## src/lasen_defs.vh

```
`ifndef LASEN_DEFS_VH
`define LASEN_DEFS_VH

// ------------------------------------------------------------
// Timing
// ------------------------------------------------------------
`define CLK_HZ           50000000
`define INHIBIT_SEC      5
`define INHIBIT_CYCLES   (`CLK_HZ * `INHIBIT_SEC)
`define INHIBIT_W        28

// ------------------------------------------------------------
// Sequencer states (one-hot)
// ------------------------------------------------------------
`define ST_W             4
`define ST_HELD          4'h1
`define ST_LATCHED       4'h2
`define ST_INHIBIT       4'h4
`define ST_ENABLED       4'h8

`endif

```

## src/sync2.v

```verilog
`timescale 1ns/1ps
`default_nettype none

// ------------------------------------------------------------
// Two-stage synchroniser for one level
// ------------------------------------------------------------
module sync2 (
    // Clock and reset
    input  wire clk_in,
    input  wire rst_in,
    // Level
    input  wire d_in,
    output wire q_out
);
    reg meta_ff;
    reg q_ff;

    // First stage feeds only the second
    always @(posedge clk_in) begin
        if (rst_in) begin
            meta_ff <= 1'b0;
            q_ff    <= 1'b0;
        end else begin
            meta_ff <= d_in;
            q_ff    <= meta_ff;
        end
    end

    assign q_out = q_ff;
endmodule // sync2

`default_nettype wire

```

## src/laser_enable_interlock_sequencer.v

```verilog
// Functional notes
// - Reset/start request asserted keeps RF power off and lasing disabled.
// - Request released lights ready at once; keyswitch variants then wait five seconds before enabling.
// - Lasing only while interlock asserted; interlock loss removes RF power.
// - Keyswitch variants latch interlock loss until keyswitch or request toggles.
// - Remote keyswitch: request pulse after power-up starts five-second delay.
// - Shutter-open request required; keyswitch variants delay five seconds after it.
// - OEM variants: interlock not latched, restore re-enables at once.
// - Ready output closed once request released and no latch pending, open (high impedance) while request held or latched.
`timescale 1ns/1ps
`default_nettype none
`include "lasen_defs.vh"

module laser_enable_interlock_sequencer (
    // Clock and reset
    input  wire clk_in,
    input  wire rst_in,
    // Variant strap: high on keyswitch-equipped units
    input  wire keyswitch_variant_in,
    // Isolated control inputs, active high
    input  wire reset_start_req_in,
    input  wire interlock_in,
    input  wire shutter_req_in,
    input  wire keyswitch_on_in,
    // RF driver power and lasing permission
    output wire rf_power_out,
    output wire lase_enable_out,
    // Ready switched output (closed = driven)
    output wire ready_out,
    output wire ready_oe_out,
    // Shutter open status
    output wire shutter_open_indicator_out
);
    // --------------------------------------------------------
    // Input synchronisers
    // --------------------------------------------------------
    wire rst_req_s;
    wire intlk_s;
    wire shut_s;
    wire key_s;
    wire strap_s;

    sync2 u_sync_rst   (.clk_in(clk_in), .rst_in(rst_in), .d_in(reset_start_req_in),   .q_out(rst_req_s));
    sync2 u_sync_intlk (.clk_in(clk_in), .rst_in(rst_in), .d_in(interlock_in),         .q_out(intlk_s));
    sync2 u_sync_shut  (.clk_in(clk_in), .rst_in(rst_in), .d_in(shutter_req_in),       .q_out(shut_s));
    sync2 u_sync_key   (.clk_in(clk_in), .rst_in(rst_in), .d_in(keyswitch_on_in),      .q_out(key_s));
    sync2 u_sync_strap (.clk_in(clk_in), .rst_in(rst_in), .d_in(keyswitch_variant_in), .q_out(strap_s));

    // --------------------------------------------------------
    // State and registers
    // --------------------------------------------------------
    reg [`ST_W-1:0]      state_ff;
    reg [`ST_W-1:0]      nxt_state;
    reg [`INHIBIT_W-1:0] cnt_ff;
    reg [`INHIBIT_W-1:0] nxt_cnt;
    reg [1:0]            warm_ff;
    reg                  key_prev_ff;
    reg                  rf_ff;
    reg                  lase_ff;
    reg                  ready_ff;
    reg                  ready_lvl_ff;
    reg                  shut_ind_ff;

    // Last count of the inhibit; the full-width value is cut on purpose
    localparam [31:0]           INHIBIT_LAST_FULL = `INHIBIT_CYCLES - 1;
    localparam [`INHIBIT_W-1:0] INHIBIT_LAST      = INHIBIT_LAST_FULL[`INHIBIT_W-1:0];

    // --------------------------------------------------------
    // Start-up settling
    // --------------------------------------------------------
    // Synchronisers clear to zero under reset, which reads as a released
    // request; hold the sequencer until real pin levels have arrived
    always @(posedge clk_in) begin
        if (rst_in) begin
            warm_ff <= 2'h0;
        end else begin
            warm_ff <= {warm_ff[0], 1'b1};
        end
    end

    wire sync_valid = warm_ff[1];

    // --------------------------------------------------------
    // Enabling conditions
    // --------------------------------------------------------
    // Strap taken straight from its synchroniser to line up with the inputs;
    // an extra stage would let a keyswitch unit pass as OEM and skip the wait
    wire key_var     = strap_s;
    // Keyswitch off counts as a missing shutter-open request on keyswitch units
    wire key_ok      = ~key_var | key_s;
    // Every condition that must hold before and during lasing
    wire base_ok     = ~rst_req_s & intlk_s & shut_s & key_ok;
    // Interlock loss latches only on keyswitch units; OEM units recover
    wire lock_latch  = ~intlk_s & key_var;
    // Inhibit complete; OEM units skip the wait altogether
    wire inhibit_end = ~key_var | (cnt_ff == INHIBIT_LAST);
    // Keyswitch toggle seen as a rising edge of the synchronised level
    wire key_rise    = key_s & ~key_prev_ff;

    // --------------------------------------------------------
    // Sequencer
    // --------------------------------------------------------
    // Next state and inhibit count; exactly one state code is active
    always @* begin
        nxt_state = state_ff;
        nxt_cnt   = cnt_ff;
        case (state_ff)
            `ST_HELD: begin
                // Power-up and request held both land here
                nxt_cnt = {`INHIBIT_W{1'b0}};
                if (sync_valid && !rst_req_s) begin
                    nxt_state = `ST_INHIBIT;
                end
            end
            `ST_LATCHED: begin
                // Interlock lost on keyswitch unit: wait for a toggle
                nxt_cnt = {`INHIBIT_W{1'b0}};
                if (rst_req_s) begin
                    // Request pulse counts as the toggle once released
                    nxt_state = `ST_HELD;
                end else if (key_rise && intlk_s) begin
                    nxt_state = `ST_INHIBIT;
                end
            end
            `ST_INHIBIT: begin
                // Count only while every condition holds
                if (rst_req_s) begin
                    nxt_state = `ST_HELD;
                end else if (lock_latch) begin
                    nxt_state = `ST_LATCHED;
                end else if (!base_ok) begin
                    nxt_cnt = {`INHIBIT_W{1'b0}};
                end else if (inhibit_end) begin
                    nxt_state = `ST_ENABLED;
                    nxt_cnt   = {`INHIBIT_W{1'b0}};
                end else begin
                    nxt_cnt = cnt_ff + 1'b1;
                end
            end
            `ST_ENABLED: begin
                // Lasing permitted; any lost condition drops out at once
                nxt_cnt = {`INHIBIT_W{1'b0}};
                if (rst_req_s) begin
                    nxt_state = `ST_HELD;
                end else if (lock_latch) begin
                    nxt_state = `ST_LATCHED;
                end else if (!base_ok) begin
                    // Shutter or key drop; OEM interlock loss unlatched
                    nxt_state = `ST_INHIBIT;
                end
            end
            default: begin
                // Illegal code recovers to the safe state
                nxt_state = `ST_HELD;
                nxt_cnt   = {`INHIBIT_W{1'b0}};
            end
        endcase
    end

    // --------------------------------------------------------
    // Registers
    // --------------------------------------------------------
    // State and inhibit counter
    always @(posedge clk_in) begin
        if (rst_in) begin
            state_ff <= `ST_HELD;
            cnt_ff   <= {`INHIBIT_W{1'b0}};
        end else begin
            state_ff <= nxt_state;
            cnt_ff   <= nxt_cnt;
        end
    end

    // Previous keyswitch level; clears low with its synchroniser, so a key
    // held on through reset shows one rise, while the sequencer is still held
    always @(posedge clk_in) begin
        if (rst_in) begin
            key_prev_ff <= 1'b0;
        end else begin
            key_prev_ff <= key_s;
        end
    end

    // RF power and lasing permission track the next state so they
    // drop on the same edge as the cause, never a cycle late
    always @(posedge clk_in) begin
        if (rst_in) begin
            rf_ff   <= 1'b0;
            lase_ff <= 1'b0;
        end else begin
            rf_ff   <= (nxt_state == `ST_ENABLED) & base_ok;
            lase_ff <= (nxt_state == `ST_ENABLED) & base_ok;
        end
    end

    // Ready switch closed once the request is released and no latch is
    // pending; on keyswitch units it leads the end of the inhibit
    always @(posedge clk_in) begin
        if (rst_in) begin
            ready_ff     <= 1'b0;
            ready_lvl_ff <= 1'b0;
        end else begin
            ready_ff     <= sync_valid & ~rst_req_s & (nxt_state != `ST_LATCHED);
            ready_lvl_ff <= 1'b0;  // Switch only ever pulls to common
        end
    end

    // Shutter open status: request present and, on keyswitch units, key on
    always @(posedge clk_in) begin
        if (rst_in) begin
            shut_ind_ff <= 1'b0;
        end else begin
            shut_ind_ff <= shut_s & key_ok;
        end
    end

    // --------------------------------------------------------
    // Outputs
    // --------------------------------------------------------
    assign rf_power_out               = rf_ff;
    assign lase_enable_out            = lase_ff;
    assign ready_out                  = ready_lvl_ff;  // Switch closes to common
    assign ready_oe_out               = ready_ff;
    assign shutter_open_indicator_out = shut_ind_ff;
endmodule // laser_enable_interlock_sequencer

`default_nettype wire

```

## config.mk

```make
export PLATFORM = sky130hd
export DESIGN_NAME = laser_enable_interlock_sequencer
export DESIGN_NICKNAME = d
export VERILOG_FILES = /design/src/sync2.v /design/src/laser_enable_interlock_sequencer.v
export VERILOG_INCLUDE_DIRS = /design/src
export SDC_FILE = /design/constraint.sdc
export NUM_CORES = 1
export LEC_CHECK = 0
export BUFFER_PORTS_ARGS = -buffer_cell sky130_fd_sc_hd__buf_2
export CAP_MARGIN = 10
export CORE_ASPECT_RATIO = 0.9
export CORE_UTILIZATION = 39
export DETAILED_ROUTE_END_ITERATION = 10
export HOLD_SLACK_MARGIN = 0.1
export PLACE_DENSITY = 0.53
export SLEW_MARGIN = 25
export SYNTH_ARGS = -nofsm -noshare
export SYNTH_HDL_FRONTEND = slang
export SYNTH_HIERARCHICAL = 1
export SYNTH_SLANG_ARGS = --single-unit
```

## constraint.sdc

```tcl
create_clock -name clk_in -period 3.23 [get_ports clk_in]
set_input_delay 0.4845 -clock clk_in [delete_from_list [all_inputs] [get_ports clk_in]]
set_output_delay 0.4845 -clock clk_in [all_outputs]
set_load 0.005 [all_outputs]
```

==> results.md <==
- Status: finished, final reports clean
- Ant. Diodes: 0
- Final HPWL DP: 3.47 mm
- GRT Total Usage: 16.4%
- Setup TNS: 0 ns
- Register bit total from synthesis: 48
- Dominant cells by area after synthesis: dfxtp_1, nor2_2, xor2_1
- Core outline area: 5690 um^2
- Post-synth EDFFs: 0
- Largest net degree at the start of global routing: 21
- Slew margin rel.: 48.0%
- Dpl cells: 330
- CTS H-tree depth: 2
- DR iter-0 viols: 53
- Crit path time final: 2.21 ns
- Area of the mapped netlist: 2300 um^2
- Post-synthesis simple-gate area fraction: 35.8%
- Final #Nets: 275
- Largest register FFs: 28
- Crit share post-route: 68.3%
- First-pass GRT wire length: 7.99 mm
- CTS Buf Count: 5
- Area grow syn2layout: 9.03%
- Post-synthesis mux area share: 0%
- Routed Antenna Nets: 0
- TritonRoute pass-1 iters: 4
- Synth Area in Adders: 0.544%
- List of most frequent post-synthesis cells: dfxtp_1, nand2_1, nor2_2, nor2b_1, nand3_1
- Worst Hold Class: in2reg
- Syn nets: 264
- CP Max Fanout: 20
- Via Count: 1816
- Area fraction in compound gates after synthesis: 10.6%
- Post-Syn Area per Cell: 8.98 um^2
- Arrival @ worst endpoint: 2.39 ns
- Final setup vio count: 0
- Distinct cells, synth: 51
- CP startpoint kind: flip-flop
- Area leader, netlist: dfxtp_1
- Peak VDD IR: 261 uV
- Die width: 82.9 um
- Seq/Total Area, Yosys: 41.8%
- Largest registers: cnt_ff x28, state_ff x4, warm_ff x2
- Biggest register: cnt_ff
- Die area: 6210 um^2
- Async S/R FF share, synth: 0%
- Main combinational cell family by area after synthesis: simple AND/OR/NAND/NOR gates
- P_leak: 0.000845 uW
- GPL Wtd Cong: 0.780
- Finished Layout Cells: 338
- Per-cell routed wire length: 14.0 um
- Critical path class: reg2reg
- Final Hold Vio Count: 0
- WL final: 4.75 mm
- Port bufs: 10
- Postcts setup bufs: 0
- Skew final: 0.00608 ns
- Row Count: 26
- Met3 wire length: 132 um
- FMAX: 0.453 GHz
- Hold-fix buffers at CTS: 0
- WP data required: 3.42 ns
- Worst Max-Slew Pin Slew: 0.779 ns
- Initial antenna violation count: 0
- Die extent in y: 74.9 um
- Syn Inst Count: 256
- Clk sinks: 48
- Most common flop cell mapped by yosys: dfxtp_1
- Worst setup EP type: flip-flop
- Vias in the first global route: 1601
- RSZ-0062 raised after global routing: false
- CTS tree: yes
- Worst-path clk slew: 0.09 ns
- Post-Synth XOR/XNOR Area: 6.86%
- Gr ovfl total: 0
- CTS root buffer: clkbuf_8
- Met1 wire length: 2.64 mm
- Pins over their slew limit: 0
- Synth warnings: 6
- PwrDens: 430 nW/um^2
- Share of the synthesized area in the top cell type: 41.8%
- Met2 routed WL: 1.93 mm
- Initial Util: 40.4%
- CTS Buffer Depth: 2
- DR top layer: met4
- Worst skew pair latency: 0.30 ns
- Max-cap viol count: 0
- Most frequent cell after synthesis: dfxtp_1
- Layout cells sized above 1: 18.7%
- Ports: 12
- Via/cell ratio: 5.37
- Post-route DRC: 0
- CTS resizes: 0
-- report_power, final --
part           leakage, uW  internal, uW  switching (uW)
combinational     0.000397          12.1            15.4
clock            0.0000583           233             212
sequential        0.000390           601            5.51
-- worst max-delay path, cell delays in order (launching register included) --
cell and delay [ns]:
dfxtp_1 0.36, or4b_1 0.59, nor4_4 0.28, a21oi_2 0.26, a21oi_2 0.20, buf_4 0.33
nor3_2 0.08
-- layer usage --
| layer | global-route usage, % | vias up |
|---|---|---|
| met5 | 0 | - |
| met4 | 5.75 | 0 |
| met3 | 3.29 | 4 |
| met2 | 23.3 | 27 |
| met1 | 24.4 | 846 |
| li1 | - | 939 |
-- layout by cell type, fill, tap and decap left out, types with 2 or more instances in the layout --
master,instances
buf_2,10
o21ai_0,3
dfxtp_1,48
buf_4,2
and4_1,10
inv_1,10
nand4_1,10
nand2b_1,3
nand2_1,20
clkinv_4,2
nor4_1,2
and2_1,2
o21ai_1,3
nor2_1,8
xor2_1,12
a32oi_1,2
and3_1,9
nor2b_1,16
nand4b_1,3
o211ai_1,3
a21oi_2,2
a31oi_1,8
clkbuf_8,5
xnor2_1,6
a21oi_1,6
nor3_2,2
nand3_1,13
nor2_2,19
nor3_1,7
-- metrics by stage --
| stage | utilization (%) | hold WS [ns] | total power, uW | cell area [um^2] | setup WS (ns) |
|---|---|---|---|---|---|
| after floorplan | - | 0.414 | 637 | 2300 | 1.41 |
| after global placement | 42.0 | 0.417 | 648 | 2390 | 1.07 |
| after detailed placement | 42.0 | 0.423 | 648 | 2390 | 1.06 |
| after CTS | 44.0 | 0.378 | 1100 | 2510 | 1.04 |
| after global routing | 44.0 | 0.385 | 1120 | 2510 | 0.936 |
| final | 44.0 | 0.390 | 1080 | 2510 | 1.02 |
-- cell families (layout without fill, tap and decap cells) --
group | count (synthesis) | after routing
simple gates | 134 | 134
flops | 48 | 48
compound gates | 36 | 36
xor+xnor | 18 | 18
buf+inv | 18 | 30
fa+ha+maj | 1 | 1
other cells | 1 | 1
-- final cells by class --
type / instances / area, um^2
timing repair buffer: 12 / 65.1
multi-input combinational: 190 / 1240
tap: 70 / 87.6
fill: 587 / 3190
sequential: 48 / 961
clock buffer: 5 / 68.8
clock inverter: 3 / 47.5
inverter: 10 / 37.5
-- path summary, 6_finish.rpt --
path	startpoint	endpoint	slack [ns]	cells past startpoint
worst max-delay path	cnt_ff[19]	cnt_ff[27]	1.02	6
worst min-delay path	shutter_req_in	u_sync_shut/meta_ff	0.39	2
worst max register to register	cnt_ff[19]	cnt_ff[27]	1.02	6
worst min register to register	u_sync_shut/meta_ff	u_sync_shut/q_out	0.44	1
No activity file was read; power rests on OpenSTA's default activity.
